--- src/hw/exc_dispatch_pkg.sv ---
package exc_dispatch_pkg;

  // ---------------------------------------------------------------------------
  // Widths
  // ---------------------------------------------------------------------------
  localparam int ADDR_W = 24;
  localparam int WORD_W = 16;
  localparam int VEC_W = 8;

  // ---------------------------------------------------------------------------
  // Status word bit positions
  // ---------------------------------------------------------------------------
  localparam int TRACE_PENDING_BIT_POS = 1;
  localparam int TRACE_ENABLE_BIT_POS = 2;
  localparam int USER_MODE_BIT_POS = 8;
  localparam int GLOBAL_INTERRUPT_MASK_BIT_POS = 11;
  localparam logic [WORD_W-1:0] PSR_RESET = 16'h0000;

  // ---------------------------------------------------------------------------
  // Stack frame layout, relative to the new stack pointer
  // ---------------------------------------------------------------------------
  localparam logic [ADDR_W-1:0] FRAME_SIZE = 24'h000006;
  localparam logic [ADDR_W-1:0] FRAME_PSR_OFS = 24'h000004;
  localparam logic [ADDR_W-1:0] FRAME_PCH_OFS = 24'h000002;
  localparam logic [ADDR_W-1:0] FRAME_PCL_OFS = 24'h000000;
  localparam logic [ADDR_W-1:0] WORD_STEP = 24'h000002;

  // ---------------------------------------------------------------------------
  // Acknowledge cycle addresses
  // ---------------------------------------------------------------------------
  localparam logic [ADDR_W-1:0] ACK_MASKABLE = 24'hFFFE00;
  localparam logic [ADDR_W-1:0] ACK_NMI = 24'hFFFF00;
  localparam logic [ADDR_W-1:0] ACK_EMU = 24'hFFFC00;
  localparam logic [ADDR_W-1:0] ACK_ALT_DEBUG = 24'hFFFC02;
  localparam logic [ADDR_W-1:0] ACK_ALT_TRACE = 24'hFFFC0C;
  localparam logic [ADDR_W-1:0] ACK_ALT_BPT = 24'hFFFC0E;

  // ---------------------------------------------------------------------------
  // Fixed dispatch vectors
  // ---------------------------------------------------------------------------
  localparam logic [VEC_W-1:0] VEC_NMI = 8'h01;
  localparam logic [VEC_W-1:0] VEC_EMU = 8'h0F;
  localparam logic [VEC_W-1:0] VEC_SVC = 8'h02;
  localparam logic [VEC_W-1:0] VEC_DVZ = 8'h03;
  localparam logic [VEC_W-1:0] VEC_FLG = 8'h04;
  localparam logic [VEC_W-1:0] VEC_BPT = 8'h05;
  localparam logic [VEC_W-1:0] VEC_TRC = 8'h06;
  localparam logic [VEC_W-1:0] VEC_UND = 8'h07;
  localparam logic [VEC_W-1:0] VEC_IAD = 8'h08;
  localparam logic [VEC_W-1:0] VEC_DBG = 8'h09;
  localparam logic [VEC_W-1:0] VEC_NONE = 8'h00;

  // ---------------------------------------------------------------------------
  // Exception kinds
  // ---------------------------------------------------------------------------
  typedef enum logic [3:0] {
    EXC_NMI, EXC_MASKABLE, EXC_EMU, EXC_TRACE, EXC_IAD, EXC_DEBUG,
    EXC_BPT, EXC_DVZ, EXC_FLG, EXC_SVC, EXC_UND
  } exc_kind_e;

  function automatic logic is_interrupt(input exc_kind_e k);
    is_interrupt = (k == EXC_NMI) || (k == EXC_MASKABLE) || (k == EXC_EMU);
  endfunction

  function automatic logic suspends_insn(input exc_kind_e k);
    suspends_insn = (k == EXC_BPT) || (k == EXC_DVZ) || (k == EXC_FLG) ||
                    (k == EXC_SVC) || (k == EXC_UND);
  endfunction

  function automatic logic [VEC_W-1:0] fixed_vector(input exc_kind_e k);
    case (k)
      EXC_NMI: fixed_vector = VEC_NMI;
      EXC_EMU: fixed_vector = VEC_EMU;
      EXC_SVC: fixed_vector = VEC_SVC;
      EXC_DVZ: fixed_vector = VEC_DVZ;
      EXC_FLG: fixed_vector = VEC_FLG;
      EXC_BPT: fixed_vector = VEC_BPT;
      EXC_TRACE: fixed_vector = VEC_TRC;
      EXC_UND: fixed_vector = VEC_UND;
      EXC_IAD: fixed_vector = VEC_IAD;
      EXC_DEBUG: fixed_vector = VEC_DBG;
      default: fixed_vector = VEC_NONE;
    endcase
  endfunction

endpackage

--- src/hw/exc_classify.sv ---
`timescale 1ns/1ps
module exc_classify
  import exc_dispatch_pkg::*;
(
  // Exception being served
  input exc_kind_e kind_i,
  // Alternate acknowledge enables
  input wire logic alt_debug_ack_enable_i,
  input wire logic alt_trace_ack_enable_i,
  input wire logic alt_breakpoint_ack_enable_i,
  // Decoded attributes
  output logic clear_mask_o,
  output logic do_ack_o,
  output logic [ADDR_W-1:0] ack_addr_o
);

  always_comb begin
    clear_mask_o = is_interrupt(kind_i) || (kind_i == EXC_DEBUG) || (kind_i == EXC_IAD);
    do_ack_o = 1'b0;
    ack_addr_o = ACK_MASKABLE;
    case (kind_i)
      EXC_MASKABLE: begin
        do_ack_o = 1'b1;
        ack_addr_o = ACK_MASKABLE;
      end
      EXC_NMI: begin
        do_ack_o = 1'b1;
        ack_addr_o = ACK_NMI;
      end
      EXC_EMU: begin
        do_ack_o = 1'b1;
        ack_addr_o = ACK_EMU;
      end
      EXC_DEBUG: begin
        do_ack_o = alt_debug_ack_enable_i;
        ack_addr_o = ACK_ALT_DEBUG;
      end
      EXC_TRACE: begin
        do_ack_o = alt_trace_ack_enable_i;
        ack_addr_o = ACK_ALT_TRACE;
      end
      EXC_BPT: begin
        do_ack_o = alt_breakpoint_ack_enable_i;
        ack_addr_o = ACK_ALT_BPT;
      end
      default: begin
        do_ack_o = 1'b0;
        ack_addr_o = ACK_MASKABLE;
      end
    endcase
  end

endmodule // exc_classify

--- src/hw/exception_dispatch_unit.sv ---
`timescale 1ns/1ps
module exception_dispatch_unit
  import exc_dispatch_pkg::*;
(
  // Clock and reset
  input wire logic ref_clk_i,
  input wire logic resetn_i,
  // Core sequencing
  input wire logic insn_boundary_i,
  input wire logic insn_start_i,
  input wire logic exc_req_i,
  input exc_kind_e exc_kind_i,
  input wire logic [ADDR_W-1:0] cur_pc_i,
  input wire logic [ADDR_W-1:0] next_pc_i,
  input wire logic [ADDR_W-1:0] interrupt_stack_pointer_i,
  // Processor registers
  input wire logic [WORD_W-1:0] dispatch_base_high_i,
  input wire logic [WORD_W-1:0] dispatch_base_low_i,
  input wire logic dispatch_entry_width_select_i,
  input wire logic alt_debug_ack_enable_i,
  input wire logic alt_trace_ack_enable_i,
  input wire logic alt_breakpoint_ack_enable_i,
  input wire logic psr_wr_i,
  input wire logic [WORD_W-1:0] psr_wdata_i,
  // Return from exception
  input wire logic return_from_exception_i,
  input wire logic [ADDR_W-1:0] return_from_exception_pc_i,
  input wire logic [WORD_W-1:0] return_from_exception_global_interrupt_mask_bit,
  // System bus
  input wire logic bus_ack_i,
  input wire logic [WORD_W-1:0] bus_rdata_i,
  output logic bus_req_o,
  output logic bus_we_o,
  output logic bus_byte_o,
  output logic [ADDR_W-1:0] bus_addr_o,
  output logic [WORD_W-1:0] bus_wdata_o,
  // Results to the core
  output logic exc_ack_o,
  output logic suspend_o,
  output logic busy_o,
  output logic done_o,
  output logic [WORD_W-1:0] processor_status_word_o,
  output logic [ADDR_W-1:0] interrupt_stack_pointer_o,
  output logic pc_load_o,
  output logic [ADDR_W-1:0] pc_o
);

  // ---------------------------------------------------------------------------
  // Reset release
  // ---------------------------------------------------------------------------
  logic rst_meta_r;
  logic rst_sync_r;
  always_ff @(posedge ref_clk_i or negedge resetn_i) begin
    if (!resetn_i) begin
      rst_meta_r <= 1'b0;
      rst_sync_r <= 1'b0;
    end else begin
      rst_meta_r <= 1'b1;
      rst_sync_r <= rst_meta_r;
    end
  end

  // ---------------------------------------------------------------------------
  // State
  // ---------------------------------------------------------------------------
  typedef enum logic [2:0] {
    ST_IDLE, ST_PUSH_PSR, ST_PUSH_PCL, ST_PUSH_PCH, ST_ACK, ST_READ_LO, ST_READ_HI
  } state_e;

  state_e state_r, state_nxt;
  exc_kind_e kind_r, kind_nxt;
  logic [WORD_W-1:0] psr_r, psr_nxt;
  logic [WORD_W-1:0] psr_stk_r, psr_stk_nxt;
  logic [ADDR_W-1:0] pc_stk_r, pc_stk_nxt;
  logic [ADDR_W-1:0] isp_r, isp_nxt;
  logic [VEC_W-1:0] vec_r, vec_nxt;
  logic [WORD_W-1:0] entry_lo_r, entry_lo_nxt;
  logic wide_r, wide_nxt;
  logic bus_req_r, bus_req_nxt;
  logic bus_we_r, bus_we_nxt;
  logic bus_byte_r, bus_byte_nxt;
  logic [ADDR_W-1:0] bus_addr_r, bus_addr_nxt;
  logic [WORD_W-1:0] bus_wdata_r, bus_wdata_nxt;
  logic exc_ack_r, exc_ack_nxt;
  logic suspend_r, suspend_nxt;
  logic done_r, done_nxt;
  logic pc_load_r, pc_load_nxt;
  logic [ADDR_W-1:0] pc_r, pc_nxt;
  logic busy_r, busy_nxt;
  logic [2*WORD_W-1:0] base_pair;

  logic clear_mask;
  logic do_ack;
  logic [ADDR_W-1:0] ack_addr;
  logic [ADDR_W-1:0] table_base;
  logic [ADDR_W-1:0] entry_addr;
  logic take_req;
  logic take_trace;

  exc_classify u_classify (
    .kind_i(kind_r),
    .alt_debug_ack_enable_i(alt_debug_ack_enable_i),
    .alt_trace_ack_enable_i(alt_trace_ack_enable_i),
    .alt_breakpoint_ack_enable_i(alt_breakpoint_ack_enable_i),
    .clear_mask_o(clear_mask),
    .do_ack_o(do_ack),
    .ack_addr_o(ack_addr)
  );

  // ---------------------------------------------------------------------------
  // Next state
  // ---------------------------------------------------------------------------
  assign base_pair = {dispatch_base_high_i, dispatch_base_low_i};
  assign table_base = base_pair[ADDR_W-1:0];
  // Wide entries are four bytes apart, narrow entries two.
  // The vector just read in an acknowledge cycle must already steer the entry address.
  assign entry_addr = table_base + (wide_r ? ADDR_W'({vec_nxt, 2'b00}) : ADDR_W'({vec_nxt, 1'b0}));
  // Interrupts are accepted only between instructions, suspending traps only inside one.
  assign take_req = exc_req_i && (insn_boundary_i != suspends_insn(exc_kind_i));
  assign take_trace = insn_boundary_i && psr_r[TRACE_PENDING_BIT_POS] && !(exc_req_i && !suspends_insn(exc_kind_i));

  always_comb begin
    state_nxt = state_r;
    kind_nxt = kind_r;
    psr_nxt = psr_r;
    psr_stk_nxt = psr_stk_r;
    pc_stk_nxt = pc_stk_r;
    isp_nxt = isp_r;
    vec_nxt = vec_r;
    entry_lo_nxt = entry_lo_r;
    wide_nxt = wide_r;
    exc_ack_nxt = 1'b0;
    suspend_nxt = 1'b0;
    done_nxt = 1'b0;
    pc_load_nxt = 1'b0;
    pc_nxt = pc_r;
    case (state_r)
      ST_IDLE: begin
        if (take_req || take_trace) begin
          kind_nxt = take_req ? exc_kind_i : EXC_TRACE;
          exc_ack_nxt = 1'b1;
          suspend_nxt = take_req && suspends_insn(exc_kind_i);
          // Suspended traps stack their own address, others the following one.
          pc_stk_nxt = suspend_nxt ? cur_pc_i : next_pc_i;
          isp_nxt = interrupt_stack_pointer_i - FRAME_SIZE;
          vec_nxt = fixed_vector(kind_nxt);
          wide_nxt = dispatch_entry_width_select_i;
          psr_stk_nxt = psr_r;
          if (!take_req) begin
            psr_stk_nxt[TRACE_PENDING_BIT_POS] = 1'b0;
            psr_nxt[TRACE_PENDING_BIT_POS] = 1'b0;
          end
          state_nxt = ST_PUSH_PSR;
        end else if (return_from_exception_i) begin
          psr_nxt = return_from_exception_global_interrupt_mask_bit;
          pc_nxt = return_from_exception_pc_i;
          pc_load_nxt = 1'b1;
        end else if (psr_wr_i) begin
          psr_nxt = psr_wdata_i;
        end else if (insn_start_i) begin
          psr_nxt[TRACE_PENDING_BIT_POS] = psr_r[TRACE_ENABLE_BIT_POS];
        end
      end
      ST_PUSH_PSR: begin
        if (bus_ack_i) begin
          psr_nxt[TRACE_PENDING_BIT_POS] = 1'b0;
          psr_nxt[TRACE_ENABLE_BIT_POS] = 1'b0;
          psr_nxt[USER_MODE_BIT_POS] = 1'b0;
          if (clear_mask) begin
            psr_nxt[GLOBAL_INTERRUPT_MASK_BIT_POS] = 1'b0;
          end
          state_nxt = ST_PUSH_PCL;
        end
      end
      ST_PUSH_PCL: begin
        if (bus_ack_i) begin
          state_nxt = ST_PUSH_PCH;
        end
      end
      ST_PUSH_PCH: begin
        if (bus_ack_i) begin
          state_nxt = do_ack ? ST_ACK : ST_READ_LO;
        end
      end
      ST_ACK: begin
        if (bus_ack_i) begin
          if (kind_r == EXC_MASKABLE) begin
            vec_nxt = bus_rdata_i[VEC_W-1:0];
          end
          state_nxt = ST_READ_LO;
        end
      end
      ST_READ_LO: begin
        if (bus_ack_i) begin
          entry_lo_nxt = bus_rdata_i;
          if (wide_r) begin
            state_nxt = ST_READ_HI;
          end else begin
            pc_nxt = {{(ADDR_W-WORD_W-1){1'b0}}, bus_rdata_i, 1'b0};
            pc_load_nxt = 1'b1;
            done_nxt = 1'b1;
            state_nxt = ST_IDLE;
          end
        end
      end
      ST_READ_HI: begin
        if (bus_ack_i) begin
          pc_nxt = {bus_rdata_i[ADDR_W-WORD_W-2:0], entry_lo_r, 1'b0};
          pc_load_nxt = 1'b1;
          done_nxt = 1'b1;
          state_nxt = ST_IDLE;
        end
      end
      default: begin
        state_nxt = ST_IDLE;
      end
    endcase
  end

  // Bus outputs follow the state being entered, so a new transfer starts right after an ack.
  always_comb begin
    busy_nxt = (state_nxt != ST_IDLE);
    bus_req_nxt = 1'b1;
    bus_we_nxt = 1'b0;
    bus_byte_nxt = 1'b0;
    bus_addr_nxt = bus_addr_r;
    bus_wdata_nxt = bus_wdata_r;
    case (state_nxt)
      ST_PUSH_PSR: begin
        bus_we_nxt = 1'b1;
        bus_addr_nxt = isp_nxt + FRAME_PSR_OFS;
        bus_wdata_nxt = psr_stk_nxt;
      end
      ST_PUSH_PCL: begin
        bus_we_nxt = 1'b1;
        bus_addr_nxt = isp_r + FRAME_PCL_OFS;
        bus_wdata_nxt = pc_stk_r[WORD_W-1:0];
      end
      ST_PUSH_PCH: begin
        bus_we_nxt = 1'b1;
        bus_addr_nxt = isp_r + FRAME_PCH_OFS;
        bus_wdata_nxt = WORD_W'(pc_stk_r[ADDR_W-1:WORD_W]);
      end
      ST_ACK: begin
        bus_byte_nxt = 1'b1;
        bus_addr_nxt = ack_addr;
      end
      ST_READ_LO: begin
        bus_addr_nxt = entry_addr;
      end
      ST_READ_HI: begin
        bus_addr_nxt = entry_addr + WORD_STEP;
      end
      default: begin
        bus_req_nxt = 1'b0;
      end
    endcase
  end

  always_ff @(posedge ref_clk_i or negedge rst_sync_r) begin
    if (!rst_sync_r) begin
      state_r <= ST_IDLE;
      kind_r <= EXC_NMI;
      psr_r <= PSR_RESET;
      psr_stk_r <= PSR_RESET;
      pc_stk_r <= '0;
      isp_r <= '0;
      vec_r <= VEC_NONE;
      entry_lo_r <= '0;
      wide_r <= 1'b0;
      bus_req_r <= 1'b0;
      bus_we_r <= 1'b0;
      bus_byte_r <= 1'b0;
      bus_addr_r <= '0;
      bus_wdata_r <= '0;
      exc_ack_r <= 1'b0;
      suspend_r <= 1'b0;
      done_r <= 1'b0;
      pc_load_r <= 1'b0;
      pc_r <= '0;
      busy_r <= 1'b0;
    end else begin
      state_r <= state_nxt;
      kind_r <= kind_nxt;
      psr_r <= psr_nxt;
      psr_stk_r <= psr_stk_nxt;
      pc_stk_r <= pc_stk_nxt;
      isp_r <= isp_nxt;
      vec_r <= vec_nxt;
      entry_lo_r <= entry_lo_nxt;
      wide_r <= wide_nxt;
      bus_req_r <= bus_req_nxt;
      bus_we_r <= bus_we_nxt;
      bus_byte_r <= bus_byte_nxt;
      bus_addr_r <= bus_addr_nxt;
      bus_wdata_r <= bus_wdata_nxt;
      exc_ack_r <= exc_ack_nxt;
      suspend_r <= suspend_nxt;
      done_r <= done_nxt;
      pc_load_r <= pc_load_nxt;
      pc_r <= pc_nxt;
      busy_r <= busy_nxt;
    end
  end

  assign bus_req_o = bus_req_r;
  assign bus_we_o = bus_we_r;
  assign bus_byte_o = bus_byte_r;
  assign bus_addr_o = bus_addr_r;
  assign bus_wdata_o = bus_wdata_r;
  assign exc_ack_o = exc_ack_r;
  assign suspend_o = suspend_r;
  assign busy_o = busy_r;
  assign done_o = done_r;
  assign processor_status_word_o = psr_r;
  assign interrupt_stack_pointer_o = isp_r;
  assign pc_load_o = pc_load_r;
  assign pc_o = pc_r;
endmodule // exception_dispatch_unit

--- config.mk ---
export PLATFORM = sky130hd
export DESIGN_NAME = exception_dispatch_unit
export DESIGN_NICKNAME = d
export VERILOG_FILES = /design/src/hw/exc_dispatch_pkg.sv /design/src/hw/exc_classify.sv /design/src/hw/exception_dispatch_unit.sv
export SDC_FILE = /design/constraint.sdc
export NUM_CORES = 1
export LEC_CHECK = 0
export ABC_AREA = 0
export BUFFER_PORTS_ARGS = -buffer_cell sky130_fd_sc_hd__buf_2
export CAP_MARGIN = 0
export CORE_ASPECT_RATIO = 1.2
export CORE_MARGIN = 4
export CORE_UTILIZATION = 54
export DETAILED_ROUTE_END_ITERATION = 8
export GPL_TIMING_DRIVEN = 0
export PLACE_DENSITY = 0.89
export SYNTH_ARGS = -nofsm -noshare
export SYNTH_HDL_FRONTEND = slang
export SYNTH_SLANG_ARGS = --single-unit
--- constraint.sdc ---
create_clock -name ref_clk_i -period 6.2 [get_ports ref_clk_i]
set_clock_uncertainty 0.05 [all_clocks]
set_input_delay 0.93 -clock ref_clk_i [delete_from_list [all_inputs] [get_ports ref_clk_i]]
set_output_delay 0.93 -clock ref_clk_i [all_outputs]
set_load 0.005 [all_outputs]
==> results.py, run 1 <==
metrics = {
    "critical_path": {
        "arrival_ns": 6.50,
        "path_class": "in -> reg",
        "slowest_delay_ns": 0.54,
        "cp.required_ns": 6.52,
        "end_kind": "flip-flop",
        "worst_path_most_repeated_cell": "buf_4",
        "cp_max_fo": 10,
        "start_kind": "input port",
        "worstPathBufferInverterCount": 6,
        "timing.rr.start": "state_r[1]$_DFF_PN0_",
        "worst_path_dominant_cell_family": "simple AND/OR/NAND/NOR gates",
        "crit_slowest_cell": "or4_4",
        "crit_start": "exc_kind_i[1]",
        "crit_chain": "buf_2 > nor2b_2 > mux2i_4 > mux2_2 > nor2_2 > inv_2 > buf_4 > buf_4 > buf_4 > buf_2 > nor3_2 > ha_1 > o21ai_0 > o22ai_2 > or2_1 > or4_4 > a31o_1 > a2111oi_4 > nand4_1 > mux2_4 > a31oi_4",
    },
    "global_routing": {
        "top_usage_layer": "met2",
        "grt_start_max_net_pins": 70,
        "grtUsageTotal_pct": 33.5,
        "first_global_vias": 12100,
        "gr-usage-met3_pct": 6.71,
        "met1_usage_pct": 42.5,
        "grt_antenna_before_repair": 0,
        "met2_usage_pct": 56.0,
        "grt-ovfl-total": 0,
        "grt_pass1_wl_mm": 64.8,
    },
    "pwr": {
        "pwr-share-seq_pct": 29.8,
        "ir_drop_uv": 322,
        "power_leakage_uw": 0.00648,
        "comb_power_share_pct": 55.7,
        "p_int_uw": 3970,
        "powerDensity_nw_per_um2": 526,
        "switching_share_pct": 48.5,
        "p_sw_uw": 3740,
        "clockPowerShare_pct": 14.5,
    },
    "final_layout": {
        "syn_to_final_growth_pct": 22.8,
        "fill_cells": 1691,
        "layout-drive-gt1-share_pct": 25.3,
        "fin_area_um2": 14600,
        "seq_area_um2": 4660,
        "diodes": 0,
        "fin_util_pct": 67.5,
        "fin_nets": 1917,
        "multi_input_area_um2": 6950,
    },
    "sta": {
        "drv_slew": 0,
        "fin_tns_setup_ns": 0,
        "hold_ws_ns": 0.205,
        "setup_ws_ns": 0.0181,
        "period_needed_ns": 6.18,
        "relSlewSlack_pct": 32.8,
        "max_freq_mhz": 162,
        "setup_violations": 0,
        "worst_pin_slew_ns": 1.00,
        "hold_viol_final": 0,
        "min_period_over_period_pct": 99.7,
    },
    "floorplanning": {
        "dieHeight_um": 171,
        "die-area_um2": 24500,
        "start_util_pct": 55.0,
        "rows": 59,
        "fp.dieW_um": 144,
        "core_um2": 21700,
        "ioPinCount": 304,
    },
    "clock_tree": {
        "cts_tree": "built",
        "ctsHoldBuffers": 0,
        "cts_buffers": 17,
        "clk_pin_slew_worst_paths_ns": 0.08,
        "clockBufferDepth": 2,
        "h-tree-depth": 4,
        "clk_latency_ns": 0.45,
        "root_buffer": "clkbuf_16",
        "clock_sinks": 186,
    },
    "placement": {
        "place_area_um2": 13800,
        "routabilityCongestion": 0.954,
        "dp_hpwl_mm": 32.2,
        "io_buffers": 290,
        "dpl_worst_slack_ns": -1.11,
    },
    "yosys": {
        "syn_inst": 1391,
        "synth.area.top_cells": "dfrtp_1, nand2_1, a21oi_1",
        "yosysUniqueCellTypes": 91,
        "ys_seq_elements": 186,
        "async_reset_ff_share_pct": 100,
        "syn-cell-area_um2": 11900,
        "synth_top_area_share_pct": 39.0,
        "synthMuxAreaShare_pct": 7.31,
        "seq_area_frac_synth_pct": 39.0,
        "syn_nets": 1599,
        "synth_fa_ha_area_share_pct": 1.74,
        "yosys_warnings": 0,
        "synth_common_cells": "nand2_1, dfrtp_1, nor2_1",
        "synth-compound-area-share_pct": 23.0,
        "synthMostInstantiatedCell": "nand2_1",
        "synth_enable_flop_cells": 0,
        "yosys.area.top_type": "dfrtp_1",
        "synthSimpleGateAreaFrac_pct": 19.7,
        "syn_avg_cell_area_um2": 8.58,
        "synth_xor_area_share_pct": 4.85,
        "synth_top_family_by_area": "compound AO/OA/AOI/OAI gates",
        "synth_ff_type": "dfrtp_1",
    },
    "detailed_routing": {
        "drt_wl_total_mm": 42.7,
        "vias": 12700,
        "routed_via_density": 6.36,
        "final_antenna_net_count": 0,
        "routedWlPerCell_um": 21.4,
        "drc": 0,
        "drt_iter0_markers": 1498,
        "drtPass1Iterations": 6,
    },
    "job": {
        "cap_violations": 0,
    },
    "run_status": {
        "status": "complete, no violations",
    },
    "min_path": {
        "hp-class": "in -> async",
    },
}
==> cells in the final DEF, fill, tap and decap left out, drive strengths merged, types with 25 or more instances in the layout <==
| cell type | synthesis | final |
|---|---|---|
| inv | 27 | 34 |
| mux2i | 53 | 53 |
| nand2 | 195 | 195 |
| clkbuf | 67 | 85 |
| nor3 | 42 | 42 |
| xnor2 | 46 | 46 |
| mux2 | 30 | 30 |
| nand3 | 43 | 43 |
| dfrtp | 186 | 186 |
| nor2 | 140 | 140 |
| o21ai | 101 | 101 |
| a21oi | 106 | 106 |
| buf | 18 | 317 |
| a22oi | 32 | 32 |
| a31oi | 25 | 25 |
==> worst paths after layout <==
path / cells past startpoint / to / slack, ns
setup reg to reg: 21 / bus_addr_o[22]$_DFFE_PN0P_ / 0.16
min in group ref_clk_i: 0 / rst_sync_r$_DFF_PN0_ / 0.31
setup / recovery: 21 / bus_addr_o[22]$_DFFE_PN0P_ / 0.02
hold / removal: 1 / rst_sync_r$_DFF_PN0_ / 0.21
max in group asynchronous: 1 / bus_addr_o[6]$_DFFE_PN0P_ / 4.91
hold reg to reg: 0 / rst_sync_r$_DFF_PN0_ / 0.31
==> cell families after synthesis <==
| group | count (synthesis) |
|---|---|
| and+or+nand+nor | 510 |
| AOI/OAI and AO/OA | 414 |
| DFF | 186 |
| buffers and inverters | 115 |
| muxes | 83 |
| xor gates and xnor gates | 66 |
| adders and majority gates | 16 |
| other | 1 |
==> metrics by stage <==
step	std cells	total power, µW
finish	1996	7710
global route	1996	8140
CTS	1994	7480
detailed placement	1957	6300
global placement	1955	6160
floorplan	1391	4800
==> per-layer routing <==
layer | up-vias | wire length (µm) | share of wire [%]
li1 | 5689 | - | -
met3 | 162 | 4500 | 11
met1 | 5968 | 16000 | 37
met4 | 0 | 1940 | 4.5
met5 | - | 0 | 0
met2 | 867 | 20300 | 47
==> power by group through the flow <==
stage	clock network, µW	logic, µW	registers [µW]
finish	1120	4290	2290
CTS	1110	4100	2270
global placement	0	3890	2270
detailed placement	0	4020	2270
global route	1160	4640	2340
floorplan	0	2630	2160
==> state kept, by name, indices dropped and copies added (netlist names), 3 cells and up <==
register / flops
bus_addr_o: 24
bus_wdata_o: 16
entry_lo_r: 16
interrupt_stack_pointer_o: 24
kind_r: 4
pc_o: 24
pc_stk_r: 24
processor_status_word_o: 16
psr_stk_r: 16
state_r: 3
vec_r: 8
==> what timing repair did <==
action	4_1_cts	5_1_grt
setup endpoints to repair	14	13
gates cloned	0	0
pin swaps	3	5
resized for setup	16	31
buffers inserted	6	2
==> area by class of cell <==
type | count | area share (%)
tap | 274 | 2.34
sequential | 186 | 31.8
clock inverter | 14 | 1.16
buffer | 85 | 2.89
timing repair buffer | 300 | 10.7
multi-input combinational | 1090 | 47.4
clock buffer | 18 | 2.93
inverter | 29 | 0.743
Power figures use the tool's default switching activity.
==> inputs of run 2 (changes only) <==
--- a/config.mk
+++ b/config.mk
@@ -10,10 +10,10 @@
 export CAP_MARGIN = 0
 export CORE_ASPECT_RATIO = 1.2
 export CORE_MARGIN = 4
-export CORE_UTILIZATION = 54
+export CORE_UTILIZATION = 49
 export DETAILED_ROUTE_END_ITERATION = 8
 export GPL_TIMING_DRIVEN = 0
-export PLACE_DENSITY = 0.89
+export PLACE_DENSITY = 0.78
 export SYNTH_ARGS = -nofsm -noshare
 export SYNTH_HDL_FRONTEND = slang
 export SYNTH_SLANG_ARGS = --single-unit
==> constraint.sdc (replaced) <==
create_clock -name ref_clk_i -period 5.5 [get_ports ref_clk_i]
set_clock_uncertainty 0.05 [all_clocks]
set_input_delay 0.825 -clock ref_clk_i [delete_from_list [all_inputs] [get_ports ref_clk_i]]
set_output_delay 0.825 -clock ref_clk_i [all_outputs]
set_load 0.005 [all_outputs]
==> run 2 against run 1 <==
  * The flow now finishes with violations (negative setup slack)
  * Sequential power rose by 12%
  * Final area grew 2.7%
  * Clock power grew 13%
  * Sequential share of layout area fell by 0.84 points
  * Largest cell class unchanged
  * Largest power group unchanged
==> results.py, run 2 (same netlist as run 1, synthesis figures left out) <==
metrics = {
    "critical_path": {
        "slowest_delay_ns": 0.53,
        "crit_chain": "buf_6 > nor2b_4 > mux2i_4 > xnor2_2 > nand2_2 > or2_4 > ha_4 > nand2b_1 > a21oi_1 > a21oi_1 > o22ai_1 > a22o_1 > mux2_2 > ha_4 > nand2_1 > a2111oi_4 > o21ai_2 > or4b_4 > a31o_1 > a2111oi_4 > nand4_1 > mux2_4 > a31oi_4",
        "path_class": "in -> reg",
        "cp.required_ns": 5.82,
        "rr_endpoint": "bus_addr_o[22]$_DFFE_PN0P_",
        "timing.rr.start": "state_r[1]$_DFF_PN0_",
        "cp_max_fo": 6,
        "ff2ff_setup_slack_ns": -0.01,
        "crit_slowest_cell": "or4b_4",
        "start_kind": "input port",
        "end_kind": "flip-flop",
        "crit_start": "exc_kind_i[1]",
        "endpoint": "bus_addr_o[22]$_DFFE_PN0P_",
        "arrival_ns": 5.87,
        "r2r_cells": 20,
    },
    "placement": {
        "routabilityCongestion": 0.934,
        "dp_hpwl_mm": 32.8,
        "io_buffers": 290,
        "dpl_worst_slack_ns": -1.71,
    },
    "global_routing": {
        "grt_antenna_before_repair": 0,
        "grt_pass1_wl_mm": 65.0,
        "grt_start_max_net_pins": 66,
        "grt-ovfl-total": 0,
        "first_global_vias": 11800,
        "grtUsageTotal_pct": 30.9,
    },
    "clock_tree": {
        "clockBufferDepth": 2,
        "cts_buffers": 17,
        "h-tree-depth": 4,
        "root_buffer": "clkbuf_16",
        "clock_sinks": 186,
        "clk_pin_slew_worst_paths_ns": 0.07,
        "cts_tree": "built",
        "clk_latency_ns": 0.44,
    },
    "final_layout": {
        "syn_to_final_growth_pct": 26.1,
        "most-common-layout-cells": "buf_2, nand2_1, dfrtp_1",
        "seq_area_um2": 4660,
        "fill_cells": 2026,
        "diodes": 0,
        "multi_input_area_um2": 7130,
        "layout_commonest_cell": "buf_2",
        "layout-drive-gt1-share_pct": 27.1,
        "fin_util_pct": 62.8,
        "fin_nets": 1931,
    },
    "sta": {
        "min_period_over_period_pct": 101,
        "grt_setup_unrepaired": "true",
        "hold_viol_final": 0,
        "max_freq_mhz": 180,
        "fin_tns_setup_ns": -0.0560,
        "worst_pin_slew_ns": 1.18,
        "hold_ws_ns": 0.106,
        "drv_slew": 0,
        "setup_violations": 1,
        "setup_ws_ns": -0.0560,
        "relSlewSlack_pct": 20.8,
        "period_needed_ns": 5.56,
    },
    "run_status": {
        "status": "finished with violations",
        "violations": "negative setup slack",
    },
    "detailed_routing": {
        "vias": 12300,
        "drt_wl_total_mm": 42.4,
        "drtPass1Iterations": 7,
        "routed_via_density": 6.00,
        "drc": 0,
        "drt_iter0_markers": 1181,
        "routedWlPerCell_um": 20.6,
        "final_antenna_net_count": 0,
    },
    "floorplanning": {
        "dieHeight_um": 179,
        "ioPinCount": 304,
        "fp.dieW_um": 150,
        "core_um2": 24000,
        "start_util_pct": 49.8,
        "rows": 62,
        "die-area_um2": 26900,
    },
    "min_path": {
        "hp-class": "in -> async",
    },
    "pwr": {
        "p_total_uw": 8820,
        "ir_drop_uv": 373,
        "powerDensity_nw_per_um2": 586,
        "power_leakage_uw": 0.00663,
    },
    "job": {
        "cap_violations": 0,
    },
}
==> run 2: worst min-delay path by stage <==
stage          cells after the start              endpoint  slack (ns)
2_1_floorplan                      0  rst_sync_r$_DFF_PN0_        0.28
3_3_place_gp                       0  rst_sync_r$_DFF_PN0_        0.29
3_5_place_dp                       0  rst_sync_r$_DFF_PN0_        0.29
4_1_cts                            1  rst_sync_r$_DFF_PN0_        0.10
5_1_grt                            1  rst_sync_r$_DFF_PN0_        0.10
6_report                           1  rst_sync_r$_DFF_PN0_        0.11
==> run 2: power by group <==
group          internal (µW)  switching [µW]  leakage (µW)
sequential              2020             536       0.00223
clock                    658             603      0.000289
combinational           1950            3040       0.00411
total                   4640            4180       0.00663
==> run 2: cell type report <==
cell class | count | share of cell area, %
tap | 320 | 2.66
timing repair buffer | 315 | 11.2
sequential | 186 | 31.0
buffer | 84 | 3.08
multi-input combinational | 1090 | 47.4
clock buffer | 18 | 2.92
clock inverter | 13 | 1.04
inverter | 29 | 0.723
==> run 2: metal layers <==
layer / global-route usage, % / routed length [µm]
met1: 41.0 / 17300
met2: 51.4 / 20300
met3: 5.82 / 3630
met4: 9.08 / 1100
met5: 0 / 0
==> run 2: metrics by stage <==
step / cells / cell area [µm²]
floorplan: 1391 / 12000
global route: 2055 / 15000
global placement: 2001 / 13900
finish: 2055 / 15000
CTS: 2048 / 14800
detailed placement: 2003 / 13900
==> run 2: what timing repair did <==
action / 4_1_cts / 5_1_grt
setup buffers: 15 / 8
endpoints found under the setup margin: 18 / 14
hold buffers: 0 / 0
gates resized for setup: 34 / 38
pin swaps: 20 / 25
endpoints found under the hold margin: 0 / 0
==> run 2: critical path, delay by kind of cell <==
family | cells | cell delay [ns]
and+or+nand+nor | 7 | 1.44
buffers and inverters | 1 | 0.11
adders and majority gates | 2 | 0.48
muxes | 3 | 0.96
xor gates and xnor gates | 1 | 0.16
AOI/OAI and AO/OA | 9 | 1.87
==> inputs of run 3 (changes only) <==
--- a/config.mk
+++ b/config.mk
@@ -6,14 +6,14 @@
 export NUM_CORES = 1
 export LEC_CHECK = 0
 export ABC_AREA = 0
-export BUFFER_PORTS_ARGS = -buffer_cell sky130_fd_sc_hd__buf_2
 export CAP_MARGIN = 0
 export CORE_ASPECT_RATIO = 1.2
 export CORE_MARGIN = 4
-export CORE_UTILIZATION = 49
+export CORE_UTILIZATION = 55
 export DETAILED_ROUTE_END_ITERATION = 8
+export DONT_BUFFER_PORTS = 1
 export GPL_TIMING_DRIVEN = 0
-export PLACE_DENSITY = 0.78
+export PLACE_DENSITY = 0.73
 export SYNTH_ARGS = -nofsm -noshare
 export SYNTH_HDL_FRONTEND = slang
 export SYNTH_SLANG_ARGS = --single-unit
==> run 3 against run 2 <==
  * The flow still finishes with violations (negative setup slack)
  * Core utilization up 0.91 points
  * Power down 6.2%
  * Worst hold slack worse by 0.088 ns
  * Critical path type unchanged
  * Critical endpoint unchanged
  * Largest cell class unchanged
==> results.py, run 3 (same netlist as run 1, synthesis figures left out) <==
metrics = {
    "run_status": {
        "status": "finished with violations",
        "violations": "negative setup slack",
    },
    "detailed_routing": {
        "vias": 11200,
        "wl_met1_mm": 15.3,
        "drt_wl_total_mm": 40.2,
        "routedWlPerCell_um": 23.4,
        "drtPass1Iterations": 5,
        "dr_wl_met3_mm": 4.12,
        "drc": 0,
        "top_layer_used": "met4",
        "wl_met2_mm": 19.3,
        "final_antenna_net_count": 0,
        "routed_via_density": 6.51,
        "drt_iter0_markers": 1052,
    },
    "final_layout": {
        "multi_input_area_um2": 7030,
        "most-common-layout-cells": "nand2_1, dfrtp_1, nor2_1",
        "fin_nets": 1643,
        "syn_to_final_growth_pct": 12.7,
        "layout-drive-gt1-share_pct": 12.2,
        "fin_area_um2": 13400,
        "seq_area_um2": 4660,
        "layout_commonest_cell": "nand2_1",
        "final_cells": 1718,
        "fill_cells": 1839,
        "diodes": 0,
    },
    "floorplanning": {
        "dieHeight_um": 169,
        "core_um2": 21100,
        "die-area_um2": 24100,
        "fp.dieW_um": 142,
        "start_util_pct": 56.5,
        "ioPinCount": 304,
        "rows": 58,
    },
    "critical_path": {
        "cp.required_ns": 5.81,
        "start_kind": "input port",
        "r2r_cells": 21,
        "cp_max_fo": 10,
        "path_class": "in -> reg",
        "slowest_delay_ns": 0.56,
        "end_kind": "flip-flop",
        "arrival_ns": 5.85,
        "crit_chain": "buf_12 > a21boi_4 > mux2i_4 > mux2_2 > nor2_4 > clkbuf_8 > buf_4 > o22ai_1 > a22o_1 > mux2_2 > ha_1 > nand2_1 > a2111oi_4 > buf_4 > or2_1 > or4_1 > a31o_1 > a2111oi_4 > nand4_1 > mux2_4 > a31oi_4",
        "worst_path_dominant_cell_family": "compound AO/OA/AOI/OAI gates",
        "crit_slowest_cell": "or4_1",
        "ff2ff_setup_slack_ns": -0.01,
        "worstPathBufferInverterCount": 4,
        "timing.rr.start": "state_r[1]$_DFF_PN0_",
        "rr_endpoint": "bus_addr_o[22]$_DFFE_PN0P_",
    },
    "global_routing": {
        "grt_pass1_wl_mm": 61.3,
        "grt_start_max_net_pins": 72,
        "grtUsageTotal_pct": 32.5,
        "first_global_vias": 11000,
        "grt_antenna_before_repair": 0,
        "grt-ovfl-total": 0,
    },
    "pwr": {
        "power_leakage_uw": 0.00547,
        "powerDensity_nw_per_um2": 615,
        "ir_drop_uv": 320,
    },
    "placement": {
        "io_buffers": 0,
        "routabilityCongestion": 0.913,
        "dp.cells": 1663,
        "place_area_um2": 12400,
        "dp_hpwl_mm": 30.8,
    },
    "min_path": {
        "hp-class": "in -> async",
    },
    "sta": {
        "grt_setup_unrepaired": "true",
        "period_needed_ns": 5.54,
        "drv_slew": 0,
        "relSlewSlack_pct": 38.8,
        "hold_viol_final": 0,
        "setup_ws_ns": -0.0420,
        "setup_violations": 2,
        "worst_pin_slew_ns": 0.915,
        "max_freq_mhz": 180,
        "min_period_over_period_pct": 101,
    },
    "clock_tree": {
        "clk_latency_ns": 0.45,
        "clockBufferDepth": 2,
        "cts_tree": "built",
        "clk_pin_slew_worst_paths_ns": 0.08,
        "h-tree-depth": 4,
        "clock_sinks": 186,
        "cts_buffers": 17,
        "ctsHoldBuffers": 0,
        "root_buffer": "clkbuf_16",
    },
    "job": {
        "cap_violations": 0,
    },
}
-- run 3: layout make-up --
type / count / share of cell area (%)
Sequential cell: 186 / 34.6
Clock buffer: 18 / 3.27
Tap cell: 270 / 2.51
Inverter: 29 / 0.810
Buffer: 84 / 3.46
Timing Repair Buffer: 27 / 1.81
Multi-Input combinational cell: 1090 / 52.3
Clock inverter: 14 / 1.24
-- run 3: repair_timing --
action	in CTS	in global routing
pin swaps	7	20
endpoints found under the hold margin	0	0
setup buffers	15	10
endpoints found under the setup margin	17	14
resized for setup	37	20
-- run 3: report_power, final --
| part | total (µW) | internal [µW] | switching, µW |
|---|---|---|---|
| logic | 4320 | 1620 | 2700 |
| clock network | 1270 | 626 | 646 |
| registers | 2690 | 2020 | 663 |
-- run 3: worst reg2reg max path: cells and delay by family (launching register included) --
family | cells | cell delay, ns
buf+inv | 5 | 0.88
mux | 3 | 0.92
compound gates | 5 | 1.11
fa+ha+maj | 1 | 0.41
flops | 1 | 0.45
simple gates | 7 | 1.61
-- run 3: per-stage QoR --
step	utilization [%]	total power, µW	hold WS [ns]	TNS, ns	setup slack (ns)
after floorplan	-	5440	0.281	-1.38	-0.255
after global placement	58.5	6620	0.287	-20.53	-1.66
after detailed placement	58.8	6730	0.297	-20.54	-1.61
after CTS	62.9	8110	0.00752	-0.0466	-0.0466
after global routing	63.7	8800	0.00242	-1.47	-0.244
final	63.7	8270	0.0173	-0.0503	-0.0420
-- run 3: worst max-delay path by stage --
| stage | startpoint | end | slack (ns) | cells past startpoint |
|---|---|---|---|---|
| after floorplan | exc_kind_i[3] | bus_addr_o[21]$_DFFE_PN0P_ | -0.25 | 26 |
| after global placement | insn_boundary_i | bus_addr_o[21]$_DFFE_PN0P_ | -1.66 | 20 |
| after detailed placement | insn_boundary_i | bus_addr_o[21]$_DFFE_PN0P_ | -1.61 | 20 |
| after CTS | exc_kind_i[3] | bus_addr_o[22]$_DFFE_PN0P_ | -0.05 | 26 |
| after global routing | exc_kind_i[3] | bus_addr_o[21]$_DFFE_PN0P_ | -0.24 | 28 |
| final | exc_kind_i[3] | bus_addr_o[22]$_DFFE_PN0P_ | -0.04 | 21 |
-- run 3: routing by layer --
| layer | up-vias | track usage (%) |
|---|---|---|
| met4 | 0 | 12.4 |
| met3 | 91 | 8.15 |
| met5 | - | 0 |
| met2 | 597 | 54.7 |
| met1 | 5349 | 40.2 |
| li1 | 5149 | - |
